--- config.mk ---
export PLATFORM = sky130hd
export DESIGN_NAME = sbd_host_flat
export DESIGN_NICKNAME = d
export VERILOG_FILES = /design/src/sbd_pkg.sv /design/src/sbd_link.sv /design/src/sbd_host.sv /design/src/flat_wrapper.sv
export SDC_FILE = /design/constraint.sdc
export NUM_CORES = 1
export LEC_CHECK = 0
export BUFFER_PORTS_ARGS = -buffer_cell sky130_fd_sc_hd__buf_4
export CAP_MARGIN = 20
export CORE_AREA = 2 2 97 76
export CTS_CLUSTER_SIZE = 28
export DETAILED_ROUTE_END_ITERATION = 8
export DIE_AREA = 0 0 99 78
export GPL_TIMING_DRIVEN = 0
export HOLD_SLACK_MARGIN = 0.05
export PLACE_DENSITY = 0.85
export SLEW_MARGIN = 5
export SYNTH_ARGS = -nofsm -noshare
export SYNTH_HDL_FRONTEND = slang
export SYNTH_SLANG_ARGS = --single-unit
export TNS_END_PERCENT = 5
--- constraint.sdc ---
create_clock -name CLK -period 4.6 [get_ports CLK]
set_clock_uncertainty 0.2 [all_clocks]
set_input_delay 0.92 -clock CLK [delete_from_list [all_inputs] [get_ports CLK]]
set_output_delay 0.92 -clock CLK [all_outputs]
set_load 0.03 [all_outputs]
--- src/sbd_pkg.sv ---
/* constants, types and address helpers for the register link
   assumes nothing of its surroundings */
package sbd_pkg;

    localparam int         NUM_WORDS      = 80;
    localparam logic [15:0] REG_RESET     = 16'h0000;
    localparam logic [4:0]  COMMON_LO     = 5'h16;
    localparam logic [7:0]  UNBANKED_BASE = 8'h80;
    localparam logic [7:0]  MAC_A_BASE    = 8'h40;
    localparam logic [7:0]  MAC_A_END     = 8'h54;
    localparam logic [7:0]  MAC_B_BASE    = 8'h60;
    localparam logic [7:0]  MAC_B_END     = 8'h6c;
    localparam logic [7:0]  RSV_A_BASE    = 8'h4c;
    localparam logic [7:0]  RSV_A_END     = 8'h52;
    localparam logic [7:0]  RSV_B_BASE    = 8'h92;

    localparam logic [7:0] A_TX_START_POINTER      = 8'h00;
    localparam logic [7:0] A_TX_LENGTH             = 8'h02;
    localparam logic [7:0] A_RX_BUFFER_START       = 8'h04;
    localparam logic [7:0] A_RX_TAIL_POINTER       = 8'h06;
    localparam logic [7:0] A_RX_HEAD_POINTER       = 8'h08;
    localparam logic [7:0] A_DMA_SOURCE_POINTER    = 8'h0a;
    localparam logic [7:0] A_DMA_LENGTH            = 8'h0c;
    localparam logic [7:0] A_DMA_DEST_POINTER      = 8'h0e;
    localparam logic [7:0] A_DMA_CHECKSUM          = 8'h10;
    localparam logic [7:0] A_TX_STATUS_VECTOR      = 8'h12;
    localparam logic [7:0] A_USER_AREA_START       = 8'h16;
    localparam logic [7:0] A_USER_AREA_END         = 8'h18;
    localparam logic [7:0] A_GLOBAL_STATUS         = 8'h1a;
    localparam logic [7:0] A_IRQ_FLAGS             = 8'h1c;
    localparam logic [7:0] A_CONTROL_ONE           = 8'h1e;
    localparam logic [7:0] A_HASH_FILTER_WORD1     = 8'h20;
    localparam logic [7:0] A_HASH_FILTER_WORD2     = 8'h22;
    localparam logic [7:0] A_HASH_FILTER_WORD3     = 8'h24;
    localparam logic [7:0] A_HASH_FILTER_WORD4     = 8'h26;
    localparam logic [7:0] A_PATTERN_MASK_WORD1    = 8'h28;
    localparam logic [7:0] A_PATTERN_MASK_WORD2    = 8'h2a;
    localparam logic [7:0] A_PATTERN_MASK_WORD3    = 8'h2c;
    localparam logic [7:0] A_PATTERN_MASK_WORD4    = 8'h2e;
    localparam logic [7:0] A_PATTERN_CHECKSUM      = 8'h30;
    localparam logic [7:0] A_PATTERN_OFFSET        = 8'h32;
    localparam logic [7:0] A_MAC_CONTROL_ONE       = 8'h40;
    localparam logic [7:0] A_MAC_CONTROL_TWO       = 8'h42;
    localparam logic [7:0] A_BACK_TO_BACK_GAP      = 8'h44;
    localparam logic [7:0] A_INTER_PACKET_GAP      = 8'h46;
    localparam logic [7:0] A_COLLISION_CONTROL     = 8'h48;
    localparam logic [7:0] A_MAX_FRAME_LENGTH      = 8'h4a;
    localparam logic [7:0] A_PHY_MGMT_COMMAND      = 8'h52;
    localparam logic [7:0] A_STATION_ADDR_WORD3    = 8'h60;
    localparam logic [7:0] A_STATION_ADDR_WORD2    = 8'h62;
    localparam logic [7:0] A_STATION_ADDR_WORD1    = 8'h64;
    localparam logic [7:0] A_PHY_MGMT_WRITE_DATA   = 8'h66;
    localparam logic [7:0] A_PHY_MGMT_READ_DATA    = 8'h68;
    localparam logic [7:0] A_PHY_MGMT_STATUS       = 8'h6a;
    localparam logic [7:0] A_PAUSE_TIMER_VALUE     = 8'h6c;
    localparam logic [7:0] A_CONTROL_TWO           = 8'h6e;
    localparam logic [7:0] A_RX_WATERMARK          = 8'h70;
    localparam logic [7:0] A_IRQ_ENABLE_MASK       = 8'h72;
    localparam logic [7:0] A_GENERAL_DATA_WINDOW   = 8'h80;
    localparam logic [7:0] A_RX_DATA_WINDOW        = 8'h82;
    localparam logic [7:0] A_USER_DATA_WINDOW      = 8'h84;
    localparam logic [7:0] A_GENERAL_READ_POINTER  = 8'h86;
    localparam logic [7:0] A_GENERAL_WRITE_POINTER = 8'h88;
    localparam logic [7:0] A_RX_READ_POINTER       = 8'h8a;
    localparam logic [7:0] A_RX_WRITE_POINTER      = 8'h8c;
    localparam logic [7:0] A_USER_READ_POINTER     = 8'h8e;
    localparam logic [7:0] A_USER_WRITE_POINTER    = 8'h90;

    localparam int         AXI_ADDR_W  = 4;
    localparam logic [3:0] ADDR_CMD    = 4'h0;
    localparam logic [3:0] ADDR_STATUS = 4'h4;
    localparam int         CMD_OP_LSB  = 8;
    localparam int         CMD_BANKED  = 11;
    localparam int         CMD_WORD    = 12;
    localparam int         CMD_DATA_LSB = 16;
    localparam logic [1:0] RESP_OKAY   = 2'h0;
    localparam logic [1:0] RESP_SLVERR = 2'h2;

    typedef enum logic [2:0] {
        OP_RD   = 3'h0,
        OP_WR   = 3'h1,
        OP_SET  = 3'h2,
        OP_CLR  = 3'h3,
        OP_BANK = 3'h4
    } sbd_op_e;

    typedef enum logic [1:0] {
        H_IDLE = 2'b01,
        H_WAIT = 2'b10
    } sbd_hstate_e;

    function automatic logic [7:0] sbd_linear(input logic banked, input logic [1:0] bank,
                                              input logic [7:0] addr);
        return banked ? {1'b0, bank, addr[4:0]} : addr;
    endfunction

    function automatic logic [7:0] sbd_alias(input logic [7:0] a);
        return (a < UNBANKED_BASE && a[4:0] >= COMMON_LO) ? {3'b000, a[4:0]} : a;
    endfunction

    function automatic logic sbd_is_mac(input logic [7:0] a);
        return (a >= MAC_A_BASE && a < MAC_A_END) || (a >= MAC_B_BASE && a < MAC_B_END);
    endfunction

    function automatic logic sbd_implemented(input logic [7:0] a);
        return a < RSV_B_BASE && !(a >= RSV_A_BASE && a < RSV_A_END)
               && !(a > A_GENERAL_DATA_WINDOW && a <= A_USER_DATA_WINDOW && a[0]);
    endfunction

endpackage

--- src/sbd_link.sv ---
/* byte-wide register link between host end and device end
   assumes both ends share CLK */
`timescale 1ns/1ps
interface sbd_link
    import sbd_pkg::*;
();
    logic       req;
    sbd_op_e    op;
    logic       banked;
    logic [7:0] addr;
    logic [7:0] wdata;
    logic       ack;
    logic [7:0] rdata;

    modport dev  (input req, op, banked, addr, wdata, output ack, rdata);
    modport host (output req, op, banked, addr, wdata, input ack, rdata);
endinterface

--- src/sbd_host.sv ---
/* host end: axi4-lite command and status registers driving the register link
   assumes an axi4-lite master on CLK and the device end on the link */
// Register access over AXI4-Lite was chosen for this implementation.
`timescale 1ns/1ps
module sbd_host
    import sbd_pkg::*;
(
    input  wire logic                  CLK,
    input  wire logic                  NRST,
    input  wire logic                  CE,
    input  wire logic                  AWVALID,
    output logic                       AWREADY,
    input  wire logic [AXI_ADDR_W-1:0] AWADDR,
    input  wire logic                  WVALID,
    output logic                       WREADY,
    input  wire logic [31:0]           WDATA,
    input  wire logic [3:0]            WSTRB,
    output logic                       BVALID,
    input  wire logic                  BREADY,
    output logic      [1:0]            BRESP,
    input  wire logic                  ARVALID,
    output logic                       ARREADY,
    input  wire logic [AXI_ADDR_W-1:0] ARADDR,
    output logic                       RVALID,
    input  wire logic                  RREADY,
    output logic      [31:0]           RDATA,
    output logic      [1:0]            RRESP,
    sbd_link.host                      LINK
);

    sbd_hstate_e state_reg;
    sbd_op_e     op_reg;
    sbd_op_e     c_op;
    logic        req_reg;
    logic        banked_reg;
    logic [7:0]  addr_reg;
    logic [7:0]  wdata_reg;
    logic [7:0]  data_hi_reg;
    logic        word_reg;
    logic        phase_reg;
    logic [1:0]  bank_reg;
    logic [15:0] rword_reg;
    logic        refused_reg;
    logic        awready_reg;
    logic        bvalid_reg;
    logic [1:0]  bresp_reg;
    logic        arready_reg;
    logic        rvalid_reg;
    logic [1:0]  rresp_reg;
    logic [31:0] rdata_reg;
    logic [7:0]  c_lin;
    logic        c_mac;
    logic        c_word;
    logic        c_bad;
    logic        is_cmd;
    logic        cmd_go;

    // command check before issue
    always_comb begin
        c_op = sbd_op_e'(WDATA[CMD_OP_LSB +: 3]);
        c_word = WDATA[CMD_WORD];
        c_lin = sbd_alias(sbd_linear(WDATA[CMD_BANKED], bank_reg, WDATA[7:0]));
        c_mac = sbd_is_mac(c_lin);
        c_bad = (WDATA[CMD_OP_LSB +: 3] > OP_BANK) || (WSTRB != 4'hf);
        c_bad = c_bad || (c_mac && (c_op == OP_SET || c_op == OP_CLR));
        c_bad = c_bad || (c_mac && c_op == OP_WR && (!c_word || c_lin[0]));
        c_bad = c_bad || (c_word && c_op != OP_RD && c_op != OP_WR);
        is_cmd = (AWADDR == ADDR_CMD);
        cmd_go = awready_reg && is_cmd && state_reg == H_IDLE && !c_bad;
    end

    // axi write channel
    always_ff @(posedge CLK or negedge NRST) begin
        if (!NRST) begin
            awready_reg <= 1'b0;
            bvalid_reg <= 1'b0;
            bresp_reg <= RESP_OKAY;
            refused_reg <= 1'b0;
        end else if (CE) begin
            awready_reg <= !awready_reg && !bvalid_reg && AWVALID && WVALID;
            if (awready_reg) begin
                bvalid_reg <= 1'b1;
                bresp_reg <= (cmd_go || AWADDR == ADDR_STATUS) ? RESP_OKAY : RESP_SLVERR;
                if (is_cmd) begin
                    refused_reg <= !cmd_go;
                end
            end else if (BREADY) begin
                bvalid_reg <= 1'b0;
            end
        end
    end

    // link sequencer; a word goes low byte then high byte, the high byte request raised the cycle after the low byte's ack
    always_ff @(posedge CLK or negedge NRST) begin
        if (!NRST) begin
            state_reg <= H_IDLE;
            req_reg <= 1'b0;
            op_reg <= OP_RD;
            banked_reg <= 1'b0;
            addr_reg <= 8'h00;
            wdata_reg <= 8'h00;
            data_hi_reg <= 8'h00;
            word_reg <= 1'b0;
            phase_reg <= 1'b0;
            bank_reg <= 2'h0;
            rword_reg <= 16'h0000;
        end else if (CE) begin
            case (state_reg)
                H_IDLE: begin
                    if (cmd_go) begin
                        state_reg <= H_WAIT;
                        req_reg <= 1'b1;
                        op_reg <= c_op;
                        banked_reg <= WDATA[CMD_BANKED];
                        addr_reg <= WDATA[7:0];
                        wdata_reg <= WDATA[CMD_DATA_LSB +: 8];
                        data_hi_reg <= WDATA[CMD_DATA_LSB + 8 +: 8];
                        word_reg <= c_word;
                        phase_reg <= 1'b0;
                        if (c_op == OP_BANK) begin
                            bank_reg <= WDATA[CMD_DATA_LSB +: 2];
                        end
                    end
                end
                H_WAIT: begin
                    req_reg <= 1'b0;
                    if (LINK.ack && word_reg && !phase_reg) begin
                        phase_reg <= 1'b1;
                        req_reg <= 1'b1;
                        addr_reg <= 8'(addr_reg + 8'h01);
                        wdata_reg <= data_hi_reg;
                        rword_reg[7:0] <= LINK.rdata;
                    end else if (LINK.ack) begin
                        state_reg <= H_IDLE;
                        if (word_reg) begin
                            rword_reg[15:8] <= LINK.rdata;
                        end else begin
                            rword_reg <= {8'h00, LINK.rdata};
                        end
                    end
                end
                default: begin
                    state_reg <= H_IDLE;
                end
            endcase
        end
    end

    // axi read channel
    always_ff @(posedge CLK or negedge NRST) begin
        if (!NRST) begin
            arready_reg <= 1'b0;
            rvalid_reg <= 1'b0;
            rresp_reg <= RESP_OKAY;
            rdata_reg <= 32'h00000000;
        end else if (CE) begin
            arready_reg <= !arready_reg && !rvalid_reg && ARVALID;
            if (arready_reg) begin
                rvalid_reg <= 1'b1;
                rresp_reg <= (ARADDR == ADDR_STATUS || ARADDR == ADDR_CMD) ?
                             RESP_OKAY : RESP_SLVERR;
                rdata_reg <= (ARADDR == ADDR_STATUS) ?
                             {rword_reg, 14'h0000, refused_reg, state_reg == H_WAIT} :
                             32'h00000000;
            end else if (RREADY) begin
                rvalid_reg <= 1'b0;
            end
        end
    end

    assign AWREADY = awready_reg;
    assign WREADY = awready_reg;
    assign BVALID = bvalid_reg;
    assign BRESP = bresp_reg;
    assign ARREADY = arready_reg;
    assign RVALID = rvalid_reg;
    assign RRESP = rresp_reg;
    assign RDATA = rdata_reg;
    assign LINK.req = req_reg;
    assign LINK.op = op_reg;
    assign LINK.banked = banked_reg;
    assign LINK.addr = addr_reg;
    assign LINK.wdata = wdata_reg;

endmodule

--- src/flat_wrapper.sv ---
// flat-port wrapper written by rule: the top's interface ports become plain ports
module sbd_host_flat import sbd_pkg::*;
  (CLK, NRST, CE, AWVALID, AWREADY, AWADDR, WVALID, WREADY, WDATA, WSTRB, BVALID, BREADY, BRESP, ARVALID, ARREADY, ARADDR, RVALID, RREADY, RDATA, RRESP, LINK_req, LINK_op, LINK_banked, LINK_addr, LINK_wdata, LINK_ack, LINK_rdata);
  sbd_link LINK_i ();
  input  wire logic CLK;
  input  wire logic NRST;
  input  wire logic CE;
  input  wire logic AWVALID;
  output logic AWREADY;
  input  wire logic [AXI_ADDR_W-1:0] AWADDR;
  input  wire logic WVALID;
  output logic WREADY;
  input  wire logic [31:0] WDATA;
  input  wire logic [3:0] WSTRB;
  output logic BVALID;
  input  wire logic BREADY;
  output logic      [1:0] BRESP;
  input  wire logic ARVALID;
  output logic ARREADY;
  input  wire logic [AXI_ADDR_W-1:0] ARADDR;
  output logic RVALID;
  input  wire logic RREADY;
  output logic      [31:0] RDATA;
  output logic      [1:0] RRESP;
  output wire logic [$bits(LINK_i.req)-1:0] LINK_req;
  output wire logic [$bits(LINK_i.op)-1:0] LINK_op;
  output wire logic [$bits(LINK_i.banked)-1:0] LINK_banked;
  output wire logic [$bits(LINK_i.addr)-1:0] LINK_addr;
  output wire logic [$bits(LINK_i.wdata)-1:0] LINK_wdata;
  input wire logic [$bits(LINK_i.ack)-1:0] LINK_ack;
  input wire logic [$bits(LINK_i.rdata)-1:0] LINK_rdata;
  assign LINK_req = LINK_i.req;
  assign LINK_op = LINK_i.op;
  assign LINK_banked = LINK_i.banked;
  assign LINK_addr = LINK_i.addr;
  assign LINK_wdata = LINK_i.wdata;
  assign LINK_i.ack = LINK_ack;
  assign LINK_i.rdata = LINK_rdata;
  sbd_host u_core (.CLK(CLK), .NRST(NRST), .CE(CE), .AWVALID(AWVALID), .AWREADY(AWREADY), .AWADDR(AWADDR), .WVALID(WVALID), .WREADY(WREADY), .WDATA(WDATA), .WSTRB(WSTRB), .BVALID(BVALID), .BREADY(BREADY), .BRESP(BRESP), .ARVALID(ARVALID), .ARREADY(ARREADY), .ARADDR(ARADDR), .RVALID(RVALID), .RREADY(RREADY), .RDATA(RDATA), .RRESP(RRESP), .LINK(LINK_i));
endmodule
==> results of run 1 <==
==> worst max path at each step <==
stage / startpoint / to / cells past startpoint
finish: AWADDR[1] / u_core.data_hi_reg[5]$_DFFE_PN0P_ / 7
global route: AWADDR[1] / u_core.data_hi_reg[4]$_DFFE_PN0P_ / 7
CTS: AWADDR[1] / u_core.data_hi_reg[3]$_DFFE_PN0P_ / 7
detailed placement: AWADDR[1] / u_core.data_hi_reg[3]$_DFFE_PN0P_ / 7
global placement: AWADDR[1] / u_core.data_hi_reg[4]$_DFFE_PN0P_ / 7
floorplan: AWADDR[1] / u_core.data_hi_reg[3]$_DFFE_PN0P_ / 6
==> layout make-up <==
cell class | instances | area (µm²)
flip-flops and latches | 76 | 1903
inverters | 7 | 26.28
clock buffers | 11 | 141.4
plain buffers | 31 | 197.7
fillers | 519 | 2004
well taps | 84 | 105.1
repair buffers | 103 | 773.2
multi-input cells | 207 | 1480
clock inverters | 5 | 37.54
==> metal layers <==
metal	wire (µm)	vias to the layer above	global-route usage, %
met3	629	13	5.856
met1	3571	1416	29.68
met4	104	0	7.123
met2	4170	107	37.03
li1	-	1327	-
met5	0	-	0
==> worst reg2reg max path: stages, from the launching register on <==
cell      delay, ns
dfstp_2        0.54
ha_1           0.14
clkbuf_2       0.27
nand4_1        0.18
nor3_4         0.22
o311ai_4       0.26
nor2_4         0.28
buf_6          0.21
mux2_4         0.31
==> placed cells by master, fill, tap and decap left out, types with 5 or more instances in the layout <==
cell and count:
inv_1 7, mux2_4 7, buf_4 120, nand3_1 6
a21oi_1 15, clkbuf_8 10, clkinvlp_4 5, conb_1 16
mux2_2 12, mux2i_1 13, nand2_1 37, a22o_1 26
dfrtp_1 75, clkbuf_1 9, nor2_1 16
==> where the power goes <==
part	total [W]	switching (W)	internal (W)
sequential	0.000726	0.0000283	0.000697
combinational	0.000253	0.000150	0.000103
clock	0.000456	0.000245	0.000210
total	0.00143	0.000423	0.00101
==> cell families after synthesis <==
kind of cell	after synthesis	synth area share, %
AND/OR/NAND/NOR	92	13.74
flip-flops	76	53.59
AO/OA/AOI/OAI	64	14.76
buffers and inverters	38	6.307
multiplexers	32	10.43
adder cells (fa/ha/maj)	3	1.057
other	1	0.1056
==> metrics by stage <==
stage / util [%] / cells
finish: 69.94 / 524
global route: 69.94 / 524
CTS: 69.94 / 524
detailed placement: 67.26 / 508
global placement: 67.26 / 508
floorplan: - / 321
==> reports/qor.txt, run 1 <==
r2r endpoint - u_core.data_hi_reg[5]$_DFFE_PN0P_
post-cts hold buffer count - 0
reg-to-reg slack, setup - 1.87 ns
crit-path leading delay family - simple AND/OR/NAND/NOR gates
Yosys warnings - 0
Core Region - 6669 µm²
P&R area growth vs syn - 31.36%
CTS Buf Count - 9
Mapped Area - 3551 µm²
hold crit path type - reg2reg
CTS tree - built
leakage power - 2.369 nW
vias in the first global route - 2807
Ports - 123
CP max stage cell - or4_4
Crit Path Max Fanout - 10
die height - 78 µm
Post-CTS Setup Repair Bufs - 0
Crit path arrival time - 2.92 ns
clock sinks - 76
final instance area - 4664 µm²
Reg2Reg Launch Point - u_core.state_reg[0]$_DFFE_PN1P_
fmax - 345.2 MHz
post-synthesis sequential area ratio - 53.59%
gpl congestion - 0.8423
initial antenna violation count - 0
mean post-synth cell area - 11.60 µm²
end of the worst hold path - u_core.LINK.op[2]$_DFFE_PN0P_
effective utilization at floorplan - 53.25%
RSZ-0062 raised after global routing - no
Die Area - 7722 µm²
first-pass GRT wire length - 13730 µm
synth cell count leaders - dfrtp_1 (75), nand2_1 (37), a22o_1 (26)
placed cell area - 4486 µm²
total negative slack - 0 ns
final hold slack - 0.2889 ns
# port buffers - 103
Yosys reg bits - 76
# DRC - 0
pin count of the biggest net entering global routing - 77
Ant. Diodes - 0
PwrDens - 307.5 nW/µm²
row count - 26
total power - 0.001434 W
setup ws final - 1.703 ns
largest cells by area after synthesis - dfrtp_1 (53%), a22o_1 (6.4%), nand2_1 (3.9%)
Yosys top cell by area - dfrtp_1
EDFF count, synth - 0
Clk pin slew, worst setup/hold paths - 0.07 ns
Worst VDD drop - 0.1947 mV
total grt overflow - 0
Synth async-reset ratio - 100.0%
Die W - 99 µm
type of origin of the critical path - input pin
DR vias/cell - 5.464
final WL - 8475 µm
Final setup viols - 0
Synth top area share - 52.85%
post-DP HPWL - 6281 µm
Clock Latency Late Sink - 0.34 ns
Root Driver - clkbuf_8
routed via count - 2863
count leader, synth - dfrtp_1
DRT iter0 DRCs - 124
hold depth - 2
critical-path cell list - buf_4 -> or4_4 -> nor3_4 -> o311ai_4 -> nor2_4 -> buf_6 -> mux2_4
Max-slew headroom - 37.95%
CTS max path bufs - 2
Synth Flop Type - dfrtp_1
post-synthesis cell type count - 52
fin crit share - 62.97%
max reg flops - 18
status - finished clean
CTS H-tree depth - 3
global-route usage over all layers - 22.62%
post-cts resize count - 0
R2R cell count - 8
CP Buf/Inv Count - 2
crit end category - flop
worst-margin pin slew - 0.9307 ns
Synth Instances - 306
Final Slew Violations - 0
hold_sp - u_core.LINK.op[2]$_DFFE_PN0P_
pre-CTS setup slack - 1.318 ns
final number of hold-violating endpoints - 0
router iterations before antenna repair - 5
Nets - 499
Final ANT Viol Nets - 0
Routed WL per cell - 16.17 µm
share of cells above drive strength 1 - 39.32%
Req. time, crit path - 4.63 ns
Final Critical Period - 2.897 ns
max_cap viols - 0
critical path's largest stage delay - 0.56 ns
WS Path Type - in2reg
Power figures use the tool's default switching activity.
==> run 2: changes to the inputs <==
CORE_AREA = 2 2 106 82   (was 2 2 97 76)
DIE_AREA = 0 0 108 84   (was 0 0 99 78)
PLACE_DENSITY = 0.77   (was 0.85)
clock period = 2.4 ns   (was 4.6 ns; I/O delays follow)
==> reports/qor.txt, run 2 (synthesis gave the netlist of run 1 again) <==
vias in the first global route - 2836 (was 2807)
leakage power - 2.439 nW (was 2.369 nW)
CTS tree - built (unchanged)
row count - 29 (was 26)
effective utilization at floorplan - 43.49% (was 53.25%)
final WL - 8764 µm (was 8475 µm)
router iterations before antenna repair - 4 (was 5)
Core Region - 8164 µm² (was 6669 µm²)
Root Driver - clkbuf_8 (unchanged)
Nets - 503 (was 499)
Final Slew Violations - 0 (unchanged)
Ports - 123 (unchanged)
metal2 WL - 4412 µm (was 4170 µm)
status - finished clean (unchanged)
final instance area - 4813 µm² (was 4664 µm²)
CTS Buf Count - 9 (unchanged)
Die Area - 9072 µm² (was 7722 µm²)
Placed Cells - 532 (was 508)
post-route non-filler standard cell count - 552 (was 524)
# port buffers - 103 (unchanged)
Comb pwr share - 16.8% (was 17.6%)
Clock Latency Late Sink - 0.35 ns (was 0.34 ns)
Int Power - 0.002034 W (was 0.001011 W)
CTS H-tree depth - 3 (unchanged)
share of cells above drive strength 1 - 40.99% (was 39.32%)
worst-margin pin slew - 0.9511 ns (was 0.9307 ns)
DRT iter0 DRCs - 155 (was 124)
sw frac - 29.81% (was 29.52%)
Max-slew headroom - 36.59% (was 37.95%)
Crit path arrival time - 2.41 ns (was 2.92 ns)
Flop pwr share - 48.1% (was 50.6%)
Die W - 108 µm (was 99 µm)
met3 WL post-DR - 510 µm (was 629 µm)
most common cell after layout, fill and taps aside - buf_4 (unchanged)
post-DP HPWL - 6385 µm (was 6281 µm)
die height - 84 µm (was 78 µm)
Final setup viols - 0 (unchanged)
total grt overflow - 0 (unchanged)
Req. time, crit path - 2.44 ns (was 4.63 ns)
fmax - 421.7 MHz
max reg flops - 18 (unchanged)
Crit Path Max Fanout - 6 (was 10)
hold crit path type - in2async (was reg2reg)
pre-CTS setup slack - -0.4472 ns (was 1.318 ns)
placed cell area - 4537 µm² (was 4486 µm²)
pin count of the biggest net entering global routing - 77 (unchanged)
clock sinks - 76 (unchanged)
initial antenna violation count - 0 (unchanged)
commonest non-fill, non-tap cells in the layout - buf_4 (125), dfrtp_1 (75), nand2_1 (37) (was buf_4 (120), dfrtp_1 (75), nand2_1 (37))
P&R area growth vs syn - 35.55% (was 31.36%)
Clk pin slew, worst setup/hold paths - 0.09 ns (was 0.07 ns)
Worst VDD drop - 0.3483 mV (was 0.1947 mV)
Routed WL per cell - 15.88 µm (was 16.17 µm)
setup ws final - 0.02863 ns (was 1.703 ns)
fin crit share - 98.81%
PwrDens - 602.0 nW/µm² (was 307.5 nW/µm²)
first-pass GRT wire length - 14140 µm (was 13730 µm)
total power - 0.002897 W (was 0.001434 W)
gpl congestion - 0.8667 (was 0.8423)
crit end category - flop (unchanged)
Clk network pwr share - 35.0% (was 31.8%)
final number of hold-violating endpoints - 0 (unchanged)
uppermost layer routed - met4 (unchanged)
DR vias/cell - 5.129 (was 5.464)
routed via count - 2831 (was 2863)
Final Critical Period - 2.371 ns
Final ANT Viol Nets - 0 (unchanged)
RSZ-0062 raised after global routing - yes (was no)
Fillers - 695 (was 519)
CTS max path bufs - 2 (unchanged)
# DRC - 0 (unchanged)
WS Path Type - in2reg (unchanged)
Ant. Diodes - 0 (unchanged)
max_cap viols - 0 (unchanged)
Psw - 0.0008638 W (was 0.0004234 W)
DRT met1 WL - 3779 µm (was 3571 µm)
type of origin of the critical path - input pin (unchanged)
global-route usage over all layers - 20.15% (was 22.62%)
[run 2: cell count changes in the layout (fill, tap and decap cells not counted), moves of 2 or more]
cell	delta
buf_12	+2
buf_4	+5
clkbuf_1	-2
clkinv_4	+2
clkinvlp_4	-4
inv_6	+2
[run 2: what timing repair did]
action / CTS / global route
buffers inserted: 5 / 1
hold buffers: 0 / 0
setup endpoints to repair: 33 / 6
gates resized for setup: 4 / 2
pin swaps: 5 / 0
[run 2: critical path: stages]
cell	delay (ns)
buf_4	0.11
or4_4	0.56
nor3_4	0.30
o311ai_4	0.25
nor2_4	0.21
buf_12	0.14
nand2_4	0.06
mux2_4	0.29
[run 2: cell type report]
class / instances / area [µm²] / share of cell area (%)
Timing Repair Buffer: 109 / 843.3 / 17.52
Clock buffer: 9 / 123.9 / 2.573
Multi-Input combinational cell: 207 / 1501 / 31.19
Buffer: 29 / 196.4 / 4.081
Sequential cell: 76 / 1903 / 39.54
Clock inverter: 7 / 83.83 / 1.742
Inverter: 7 / 26.28 / 0.5459
Tap cell: 108 / 135.1 / 2.807
[run 2: worst paths after layout]
check / from / endpoint / slack, ns / cells past startpoint
worst min register to register: u_core.LINK.op[1]$_DFFE_PN0P_ / u_core.LINK.op[1]$_DFFE_PN0P_ / 0.29 / 2
worst min-delay path: NRST / u_core.LINK.addr[4]$_DFFE_PN0P_ / 0.06 / 1
min in group CLK: WDATA[8] / u_core.LINK.op[0]$_DFFE_PN0P_ / 0.15 / 3
worst max register to register: u_core.state_reg[0]$_DFFE_PN1P_ / u_core.bank_reg[1]$_DFFE_PN0P_ / 0.06 / 8
worst max-delay path: AWADDR[1] / u_core.bank_reg[1]$_DFFE_PN0P_ / 0.03 / 8
max in group asynchronous: NRST / u_core.LINK.wdata[1]$_DFFE_PN0P_ / 1.31 / 1
[run 2: power by group through the flow]
stage	clock network, W	logic (W)	registers (W)
5_1_grt	0.00111	0.000529	0.00140
4_1_cts	0.00104	0.000493	0.00139
2_1_floorplan	0	0.000162	0.00151
3_3_place_gp	0	0.000483	0.00141
3_5_place_dp	0	0.000491	0.00142
6_report	0.00102	0.000488	0.00139
[run 2: metal layers]
metal  up-vias  global-route usage (%)
met5         -                       0
met3         6                   6.245
met1      1392                   26.37
met4         0                   5.128
met2       103                   32.65
li1       1330                       -
[run 2: stage by stage]
stage | TNS [ns] | util, % | hold slack [ns]
finish | 0 | 58.96 | 0.06453
detailed placement | -10.28 | 55.57 | 0.2748
global placement | -8.110 | 55.57 | 0.2666
CTS | 0 | 58.85 | 0.1041
floorplan | -0.1132 | - | -0.01559
global route | -0.02144 | 58.96 | 0.1267
